`src/sied_cfg.svh`:
```
// Constants of the switch edge-select bank: offsets, field positions, reset values, encodings.
// Assumes inclusion by bare name from the package and the design modules.
`ifndef SIED_CFG_SVH
`define SIED_CFG_SVH

// Register port
`define SIED_ADDR_W 6
`define SIED_DATA_W 24
`define SIED_EDGE_SEL_ADDR 6'h27
`define SIED_CROSS_STAT_ADDR 6'h3A
`define SIED_LEVEL_STAT_ADDR 6'h3B
`define SIED_EDGE_SEL_RESET 24'h00_0000
`define SIED_ZERO_DATA 24'h00_0000

// Inputs and slots
`define SIED_NUM_INPUTS 4
`define SIED_NUM_SLOTS 3
`define SIED_FIELD_W 6
`define SIED_SWITCH_INPUT_18_LSB 0
`define SIED_SWITCH_INPUT_19_LSB 6
`define SIED_SWITCH_INPUT_20_LSB 12
`define SIED_SWITCH_INPUT_21_LSB 18

// Two-bit slot encoding
`define SIED_SEL_NONE 2'h0
`define SIED_SEL_RISE 2'h1
`define SIED_SEL_FALL 2'h2
`define SIED_SEL_BOTH 2'h3

// Crossing status: six bits per input, rising flags low, falling flags high
`define SIED_STAT_W 6
`define SIED_LEVEL_W 3

`endif

```
`src/sied_pkg.sv`:
```
// Types shared by the switch edge-select bank.
// Assumes sied_cfg.svh on the include path.
`include "sied_cfg.svh"

package sied_pkg;

    // One input's edge-select field; third threshold slot sits highest
    typedef struct packed {
        logic [1:0] third;
        logic [1:0] second;
        logic [1:0] first;
    } sied_field_t;

    // Comparator results of one input: one means above the threshold
    typedef struct packed {
        logic third;
        logic second;
        logic first;
    } sied_levels_t;

    // Register access request from the serial front end
    typedef struct packed {
        logic write;
        logic read;
        logic [`SIED_ADDR_W-1:0] addr;
        logic [`SIED_DATA_W-1:0] wdata;
    } sied_regreq_t;

    typedef enum logic {
        SIED_UNPRIMED,
        SIED_ARMED
    } sied_prime_t;

endpackage

```
`src/sied_bank.sv`:
```
// Edge-select bank for switch inputs 18 to 21: config register, crossing detection, status readback.
// Assumes register requests arrive as single-cycle strobes from the serial front end,
// and comparator levels for all four inputs come with one common sample strobe.
//
// Contract
// - 24-bit read-write edge-select register at 27h, resets to zero.
// - Bits 23 to 18 select edges for switch input 21.
// - Bits 17 to 12 select edges for switch input 20.
// - Bits 11 to 6 select edges for switch input 19.
// - Bits 5 to 0 select edges for switch input 18.
// - Field bits 1:0 act on the first threshold; 00 means no interrupt.
// - Slot value 01 raises an interrupt on a rising crossing.
// - Slot value 10 raises an interrupt on a falling crossing.
// - Slot value 11 raises an interrupt on either crossing.
// - Field bits 3:2 apply the same encoding to the second threshold.
// - Field bits 5:4 apply the same encoding to the third threshold.
`include "sied_cfg.svh"

module sied_bank (
    input wire logic mclk,
    input wire logic resetn,
    input wire logic ce,
    input wire sied_pkg::sied_regreq_t regReq,
    output logic [`SIED_DATA_W-1:0] regRdData,
    output logic regRdValid,
    input wire logic sampleValid,
    input wire sied_pkg::sied_levels_t switchInput18,
    input wire sied_pkg::sied_levels_t switchInput19,
    input wire sied_pkg::sied_levels_t switchInput20,
    input wire sied_pkg::sied_levels_t switchInput21,
    output logic [`SIED_NUM_INPUTS-1:0] irqRequest
);
    import sied_pkg::*;

    ////////////////////////////////////////////////////////////////////////////
    // Address decode

    // Used for both the write strobe and the read mux
    function automatic logic addr_is(input logic [`SIED_ADDR_W-1:0] a, input logic [`SIED_ADDR_W-1:0] ref_a);
        return a == ref_a;
    endfunction

    logic edgeSelWrite;
    logic crossStatRead;

    always_comb begin
        edgeSelWrite = regReq.write && addr_is(regReq.addr, `SIED_EDGE_SEL_ADDR);
        crossStatRead = regReq.read && addr_is(regReq.addr, `SIED_CROSS_STAT_ADDR);
    end

    ////////////////////////////////////////////////////////////////////////////
    // Edge-select register

    logic [`SIED_DATA_W-1:0] switchIrqEdgeSelIn18to21;

    sied_cfg_reg i_sied_cfg_reg (
        .mclk(mclk),
        .resetn(resetn),
        .ce(ce),
        .writeEn(edgeSelWrite),
        .writeData(regReq.wdata),
        .value(switchIrqEdgeSelIn18to21)
    );

    sied_field_t input18EdgeSelect;
    sied_field_t input19EdgeSelect;
    sied_field_t input20EdgeSelect;
    sied_field_t input21EdgeSelect;

    always_comb begin
        input18EdgeSelect = switchIrqEdgeSelIn18to21[`SIED_SWITCH_INPUT_18_LSB +: `SIED_FIELD_W];
        input19EdgeSelect = switchIrqEdgeSelIn18to21[`SIED_SWITCH_INPUT_19_LSB +: `SIED_FIELD_W];
        input20EdgeSelect = switchIrqEdgeSelIn18to21[`SIED_SWITCH_INPUT_20_LSB +: `SIED_FIELD_W];
        input21EdgeSelect = switchIrqEdgeSelIn18to21[`SIED_SWITCH_INPUT_21_LSB +: `SIED_FIELD_W];
    end

    ////////////////////////////////////////////////////////////////////////////
    // Per-input crossing detection

    sied_levels_t levelsArr [`SIED_NUM_INPUTS];
    sied_field_t selectArr [`SIED_NUM_INPUTS];
    logic [`SIED_NUM_SLOTS-1:0] riseArr [`SIED_NUM_INPUTS];
    logic [`SIED_NUM_SLOTS-1:0] fallArr [`SIED_NUM_INPUTS];
    logic [`SIED_NUM_INPUTS-1:0] hitVec;

    always_comb begin
        levelsArr[0] = switchInput18;
        levelsArr[1] = switchInput19;
        levelsArr[2] = switchInput20;
        levelsArr[3] = switchInput21;
        selectArr[0] = input18EdgeSelect;
        selectArr[1] = input19EdgeSelect;
        selectArr[2] = input20EdgeSelect;
        selectArr[3] = input21EdgeSelect;
    end

    genvar gi;
    generate
        for (gi = 0; gi < `SIED_NUM_INPUTS; gi++) begin : g_in
            sied_edge_detect i_sied_edge_detect (
                .mclk(mclk),
                .resetn(resetn),
                .ce(ce),
                .sampleValid(sampleValid),
                .levels(levelsArr[gi]),
                .select(selectArr[gi]),
                .rise(riseArr[gi]),
                .fall(fallArr[gi]),
                .hit(hitVec[gi])
            );
        end
    endgenerate

    ////////////////////////////////////////////////////////////////////////////
    // Interrupt requests
    // One-cycle pulse per input, one clock after the sample that crossed.
    // Status latching and the pin live downstream; this bank only qualifies events.

    logic [`SIED_NUM_INPUTS-1:0] next_irqRequest;

    always_comb begin
        next_irqRequest = hitVec;
    end

    always_ff @(posedge mclk or negedge resetn) begin
        if (!resetn) begin
            irqRequest <= '0;
        end else if (ce) begin
            irqRequest <= next_irqRequest;
        end
    end

    ////////////////////////////////////////////////////////////////////////////
    // Crossing status
    // Sticky record of every crossing seen, enabled or not, so software can
    // tune thresholds before arming them. Cleared by reading it; a crossing
    // landing in the clearing cycle survives the clear.

    logic [`SIED_DATA_W-1:0] crossStat;
    logic [`SIED_DATA_W-1:0] next_crossStat;
    logic [`SIED_DATA_W-1:0] crossNow;

    generate
        // One driver per slice; several always_comb blocks on one vector are refused
        for (gi = 0; gi < `SIED_NUM_INPUTS; gi++) begin : g_stat
            assign crossNow[gi*`SIED_STAT_W +: `SIED_STAT_W] = {fallArr[gi], riseArr[gi]};
        end
    endgenerate

    always_comb begin
        next_crossStat = crossStat;
        if (crossStatRead) begin
            next_crossStat = `SIED_ZERO_DATA;
        end
        next_crossStat = next_crossStat | crossNow;
    end

    always_ff @(posedge mclk or negedge resetn) begin
        if (!resetn) begin
            crossStat <= `SIED_ZERO_DATA;
        end else if (ce) begin
            crossStat <= next_crossStat;
        end
    end

    ////////////////////////////////////////////////////////////////////////////
    // Level snapshot, taken on each sample strobe

    logic [`SIED_NUM_INPUTS*`SIED_LEVEL_W-1:0] levelSnap;
    logic [`SIED_NUM_INPUTS*`SIED_LEVEL_W-1:0] next_levelSnap;

    always_comb begin
        next_levelSnap = levelSnap;
        if (sampleValid) begin
            next_levelSnap = {switchInput21, switchInput20, switchInput19, switchInput18};
        end
    end

    always_ff @(posedge mclk or negedge resetn) begin
        if (!resetn) begin
            levelSnap <= '0;
        end else if (ce) begin
            levelSnap <= next_levelSnap;
        end
    end

    ////////////////////////////////////////////////////////////////////////////
    // Read path
    // Data registered, one clock after the read strobe. Unmapped addresses read zero.

    logic [`SIED_DATA_W-1:0] next_regRdData;
    logic next_regRdValid;

    always_comb begin
        next_regRdData = regRdData;
        next_regRdValid = regReq.read;
        if (regReq.read) begin
            if (addr_is(regReq.addr, `SIED_EDGE_SEL_ADDR)) begin
                next_regRdData = switchIrqEdgeSelIn18to21;
            end else if (addr_is(regReq.addr, `SIED_CROSS_STAT_ADDR)) begin
                next_regRdData = crossStat;
            end else if (addr_is(regReq.addr, `SIED_LEVEL_STAT_ADDR)) begin
                next_regRdData = {{(`SIED_DATA_W-`SIED_NUM_INPUTS*`SIED_LEVEL_W){1'b0}}, levelSnap};
            end else begin
                next_regRdData = `SIED_ZERO_DATA;
            end
        end
    end

    always_ff @(posedge mclk or negedge resetn) begin
        if (!resetn) begin
            regRdData <= `SIED_ZERO_DATA;
            regRdValid <= 1'b0;
        end else if (ce) begin
            regRdData <= next_regRdData;
            regRdValid <= next_regRdValid;
        end
    end
endmodule

```
`src/sied_cfg_reg.sv`:
```
// Storage for the 24-bit edge-select register.
// Assumes the caller has already decoded the address into a write strobe.
`include "sied_cfg.svh"

module sied_cfg_reg (
    input wire logic mclk,
    input wire logic resetn,
    input wire logic ce,
    input wire logic writeEn,
    input wire logic [`SIED_DATA_W-1:0] writeData,
    output logic [`SIED_DATA_W-1:0] value
);
    import sied_pkg::*;

    logic [`SIED_DATA_W-1:0] next_value;

    always_comb begin
        next_value = value;
        if (writeEn) begin
            next_value = writeData;
        end
    end

    // Nothing is enabled out of reset
    always_ff @(posedge mclk or negedge resetn) begin
        if (!resetn) begin
            value <= `SIED_EDGE_SEL_RESET;
        end else if (ce) begin
            value <= next_value;
        end
    end
endmodule

```
`src/sied_edge_detect.sv`:
```
// Crossing detector for one switch input against its three thresholds.
// Assumes levels are valid whenever sampleValid is high.
`include "sied_cfg.svh"

module sied_edge_detect (
    input wire logic mclk,
    input wire logic resetn,
    input wire logic ce,
    input wire logic sampleValid,
    input wire sied_pkg::sied_levels_t levels,
    input wire sied_pkg::sied_field_t select,
    output logic [`SIED_NUM_SLOTS-1:0] rise,
    output logic [`SIED_NUM_SLOTS-1:0] fall,
    output logic hit
);
    import sied_pkg::*;

    sied_levels_t prev;
    sied_levels_t next_prev;
    sied_prime_t state;
    sied_prime_t next_state;
    logic [`SIED_NUM_SLOTS-1:0] slotHit;

    // A slot fires for its selected direction only
    function automatic logic slot_fires(input logic [1:0] sel, input logic up, input logic down);
        logic res;
        res = 1'b0;
        case (sel)
            `SIED_SEL_NONE: res = 1'b0;
            `SIED_SEL_RISE: res = up;
            `SIED_SEL_FALL: res = down;
            `SIED_SEL_BOTH: res = up | down;
            default: res = 1'b0;
        endcase
        return res;
    endfunction

    always_comb begin
        next_prev = prev;
        next_state = state;
        // The first sample after reset has no predecessor, so it only primes
        if (sampleValid) begin
            next_prev = levels;
            case (state)
                SIED_UNPRIMED: next_state = SIED_ARMED;
                SIED_ARMED: next_state = SIED_ARMED;
                default: next_state = SIED_UNPRIMED;
            endcase
        end
    end

    always_ff @(posedge mclk or negedge resetn) begin
        if (!resetn) begin
            prev <= '0;
            state <= SIED_UNPRIMED;
        end else if (ce) begin
            prev <= next_prev;
            state <= next_state;
        end
    end

    always_comb begin
        rise = '0;
        fall = '0;
        if (sampleValid && state == SIED_ARMED) begin
            rise = levels & ~prev;
            fall = ~levels & prev;
        end
        slotHit[0] = slot_fires(select.first, rise[0], fall[0]);
        slotHit[1] = slot_fires(select.second, rise[1], fall[1]);
        slotHit[2] = slot_fires(select.third, rise[2], fall[2]);
        hit = |slotHit;
    end
endmodule

```
`config.mk`:
```
export PLATFORM = sky130hd
export DESIGN_NAME = sied_bank
export DESIGN_NICKNAME = d
export VERILOG_FILES = /design/src/sied_pkg.sv /design/src/sied_bank.sv /design/src/sied_cfg_reg.sv /design/src/sied_edge_detect.sv
export VERILOG_INCLUDE_DIRS = /design/src /design/src/src
export SDC_FILE = /design/constraint.sdc
export NUM_CORES = 1
export LEC_CHECK = 0
export BUFFER_PORTS_ARGS = -buffer_cell sky130_fd_sc_hd__clkbuf_2
export CORE_MARGIN = 4
export CORE_UTILIZATION = 59
export CTS_CLUSTER_DIAMETER = 50
export CTS_CLUSTER_SIZE = 28
export DETAILED_ROUTE_END_ITERATION = 6
export PLACE_DENSITY = 0.9
export SYNTH_ARGS = -nofsm -noshare
export SYNTH_HDL_FRONTEND = slang
export SYNTH_SLANG_ARGS = --single-unit
export TNS_END_PERCENT = 5
```
`constraint.sdc`:
```
create_clock -name mclk -period 3 [get_ports mclk]
set_input_delay 0.3 -clock mclk [delete_from_list [all_inputs] [get_ports mclk]]
set_output_delay 0.3 -clock mclk [all_outputs]
set_load 0.05 [all_outputs]
```
# Yosys cells after proc, flatten, opt, wreduce, memory -nomap -nowiden
# Cells that the tools add are included.
# op_classes
bitwise	29
muxes	24
n_reduce_logical	22
n_eq_ne	39
# op_table
op	count
$mux 24	3
$eq 2x2->1 const B	24
$pmux 1 s4	12
$and 3x3->3	8
$eq 2x1->1 const B	12
$logic_not 2->1	12
$mux 3	8
$not 3->3	8
$or 24x24->24	1
$eq 6x6->1 const B	3
$mux 12	1
$or 1x1->1	12
$reduce_or 3->1	4
$reduce_and 2->1	3
$logic_and 1x1->1	3
# word_totals
in_bits	48
out_inout_bits	29
register_bits	102
elab_cells	133

# Logic depth before layout (Yosys ltp)
# depth
depth_word	6
mapped_depth	6
mapped_depth_nobuf	4

# By module
# Synthesis repeated with hierarchy kept, for this count alone.
# unflattened
cells_unflattened	376
hier_area_um2	4812.1
# modules_own_cells
mod	n_inst	seq_area_each_um2	cells_each	area_each_um2
sied_bank	1	1626.6	249	2906.5
sied_cfg_reg	1	600.6	51	974.7
sied_edge_detect	4	100.1	19	232.7

# Least setup slack after synthesis
# Ideal clock, no wire load.
# synth_path
path_type	input to register
from	input regReq[25] in the netlist's numbering
to	register i_sied_cfg_reg.value[10]
path_buffers	2
t_arrival_ns	1.473
setup_slack_ns	1.399
stages	6
setup_time_ns	0.127
t_required_ns	2.873
cell_sequence	nand2_2 nor4_4 and3_1 buf_4 buf_8 mux2_1
# synth_via
elab_chain_len	3
# synth_rtl
element	line	text
from (decl)	sied_bank.sv:23	input wire sied_pkg::sied_regreq_t regReq,
$eq 6x6->1	sied_bank.sv:40	return a == ref_a;
$logic_and 1x1->1	sied_bank.sv:47	edgeSelWrite = regReq.write && addr_is(regReq.addr, `SIED_EDGE_SEL_ADDR);
$reduce_and 2->1 (no line)	--	
to (signal assigned)	sied_cfg_reg.sv:27	value <= `SIED_EDGE_SEL_RESET;
to (signal assigned)	sied_cfg_reg.sv:29	value <= next_value;
to (decl)	sied_cfg_reg.sv:11	output logic [`SIED_DATA_W-1:0] value
# Every way passes these cells.
# A chain may end at the register's enable or synchronous reset.

# Worst setup path in the final report
# layout_path
from	input regReq[25] in the netlist's numbering
to	register i_sied_cfg_reg.value[16]
# The elaborated chain is that of the path after synthesis.

==> flow_summary.json <==
{
  "status": "complete, no violations",
  "setup_viol": 0,
  "hold_path_class": "input pin to register",
  "nNetsFinal": 448,
  "fin_crit_ps": 1700,
  "clockBufferDepth": 2,
  "endpoint_kind": "register",
  "post-dp-hpwl_um": 6070,
  "syn_nets": 373,
  "vdd_ir_drop_max_uv": 433,
  "hold_slack_ps": 160,
  "antenna_found_initial": 0,
  "core_um2": 6350,
  "clkSinkCount": 90,
  "grt_pass1_vias": 2955,
  "wire_per_inst_um": 18.6,
  "dr.first_iter.drc_count": 154,
  "num_rows": 29,
  "clk_latency_ps": 350,
  "ys_seq_area_frac": 0.583,
  "area_growth_pct": 16.8,
  "ys_ff_latch": 90,
  "num-fill-cells": 477,
  "critPathRequiredTime_ps": 3230,
  "die_area_um2": 7910,
  "rsz0062_at_grt": "false",
  "cts_tree": "built",
  "cts_setup_buffers": 0,
  "cp_max_fo": 25,
  "drtAntennaViolNets": 0,
  "cp-startpoint": "regReq[25]",
  "grt_overflow": 0,
  "route.detailed.drc": 0,
  "syn-cell-area_um2": 3860,
  "synth_warnings": 0,
  "ys.flop_type": "dfrtp_1",
  "synthArstFlopShare": 1.00,
  "timing_hold_violations_final": 0,
  "setup_slack_ps": 1300,
  "slew_violations": 0,
  "cp-start-kind": "input pin",
  "synth-edff-count": 0,
  "routed-via-count": 3010,
  "clock_skew_ps": 6.17,
  "grt_pass1_wl_um": 14500,
  "p_per_area_nw_per_um2": 589,
  "post-place-ws_ps": 962,
  "firstDrtPassIters": 4,
  "port_buffers": 76,
  "htree_levels": 3,
  "hp-start": "regReq[7]",
  "arrival_ps": 1930,
  "maxCapViolCount": 0,
  "worstReg2RegStart": "g_in[1].i_sied_edge_detect.state$_DFFE_PN0P_",
  "die_w_um": 88.9,
  "max_freq_mhz": 588,
  "initial_core_util": 0.609,
  "maxSlewHeadroom": 0.343,
  "avgSynthCellArea_um2": 11.9,
  "drt-total-wl_um": 8970,
  "worstSetupPathType": "input pin to register",
  "place.gp.congestion": 0.766,
  "avgViaCountPerCell": 6.24,
  "numCtsBuffers": 9,
  "cts_root_buffer": "clkbuf_8",
  "die_y_um": 88.9,
  "p_leak_nw": 2.12,
  "grtUsageTotal": 0.242,
  "clkTransAtPathRegs_ps": 80,
  "period_share": 0.567,
  "io_pins": 77,
  "n_antenna_cell": 0,
  "worst_pin_slew_ps": 986,
  "layout-drive-gt1-share": 0.252,
  "ys_types": 30,
  "grt_max_degree": 47,
  "setup-tns-final_ps": 0,
  "syn_inst": 325
}
-- cell families after synthesis --
| kind of cell | share of synthesized area |
|---|---|
| muxes | 0.0787 |
| and+or+nand+nor | 0.107 |
| DFF | 0.583 |
| buffers and inverters | 0.0486 |
| AOI/OAI and AO/OA | 0.183 |
-- per-stage QoR --
| step | std cells | instance area (µm²) | util | power [W] |
|---|---|---|---|---|
| after floorplan | 325 | 3860 | - | 0.00169 |
| after global placement | 465 | 4310 | 0.678 | 0.00183 |
| after detailed placement | 465 | 4310 | 0.678 | 0.00185 |
| after CTS | 482 | 4520 | 0.711 | 0.00268 |
| after global routing | 482 | 4520 | 0.711 | 0.00278 |
| final | 482 | 4520 | 0.711 | 0.00266 |
-- cell type report --
class,instances,area (µm²),area share
Clock buffer,14,163,0.0360
Clock inverter,2,35.0,0.00776
Inverter,21,78.8,0.0175
Multi-Input combinational cell,193,1430,0.316
Sequential cell,90,2250,0.499
Tap cell,77,96.3,0.0213
Timing Repair Buffer,85,465,0.103
-- cell usage after synthesis (all sizes together) (2+ instances only) --
cell type   n  area, µm²
and3        2       12.5
a32o       20        200
nor4        2       42.5
mux2       27        304
buf         7       56.3
nand2b      3       18.8
nor2       24       90.1
o22ai       2       12.5
a221oi     14        123
o21ai      22        110
nand4       4       25.0
inv        21       78.8
a22oi      24        180
a311oi      2       17.5
nand3b     14        105
dfrtp      90       2250
nand2      15       58.8
a21oi       2       10.0
clkbuf     14       52.6
nor2b       6       37.5
a22o        6       52.6
-- path summary, 6_finish.rpt --
check	endpoint	slack, ps	depth (start not counted)
setup reg to reg	crossStat[11]$_DFFE_PN0P_	1470	2
hold / removal	i_sied_cfg_reg.value[7]$_DFFE_PN0P_	160	2
min in group asynchronous	regRdData[14]$_DFFE_PN0P_	490	2
max in group asynchronous	crossStat[4]$_DFFE_PN0P_	1870	3
hold reg to reg	g_in[1].i_sied_edge_detect.state$_DFFE_PN0P_	490	1
setup / recovery	i_sied_cfg_reg.value[16]$_DFFE_PN0P_	1300	7
-- where the power goes --
part           total [W]  switching, W  internal, W
Combinational   0.000392      0.000245     0.000147
Clock           0.000829      0.000398     0.000431
Sequential       0.00144      0.000101      0.00134
Total            0.00266      0.000744      0.00191
-- cell usage in the layout (no fill, tap or decap), types with 3 or more instances in the layout --
master and count:
clkbuf_8 11, buf_4 8, a221oi_1 14, clkbuf_2 75, a32o_1 20, nand3b_1 14, a22o_1 6, mux2_1 25
nor2b_1 6, inv_1 21, clkbuf_1 3, dfrtp_1 90, nand4_1 4, nand2b_1 3, nand2_1 14, nor2_1 24
o21ai_1 22, a22oi_1 24
-- state kept, by name (all words and copies together), names as in the netlist --
register	cells
regRdData	24
crossStat	24
g_in.i_sied_edge_detect.state	1
levelSnap	11
g_in.i_sied_edge_detect.prev	1
irqRequest	4
i_sied_cfg_reg.value	24
regRdValid	1
-- what timing repair did --
item | in CTS | in global routing
hold buffers | 1 | 0
endpoints found under the hold margin | 44 | 0
gates resized for setup | 0 | 0
-- worst max-delay path, stage by stage --
cell and delay [ps]:
clkbuf_2 90, nand2_2 90, nor4_4 200, buf_4 330, and3_1 200, buf_4 330, mux2_1 380
-- routing by layer --
metal | vias up | global-route usage | part of all wire | wire length (µm)
met5 | - | 0 | 0 | 0
met4 | 0 | 0.108 | 0.024 | 212
met3 | 20 | 0.0452 | 0.073 | 651
met2 | 122 | 0.399 | 0.51 | 4560
met1 | 1508 | 0.315 | 0.40 | 3540
li1 | 1360 | - | - | -
Power figures use the tool's default switching activity.
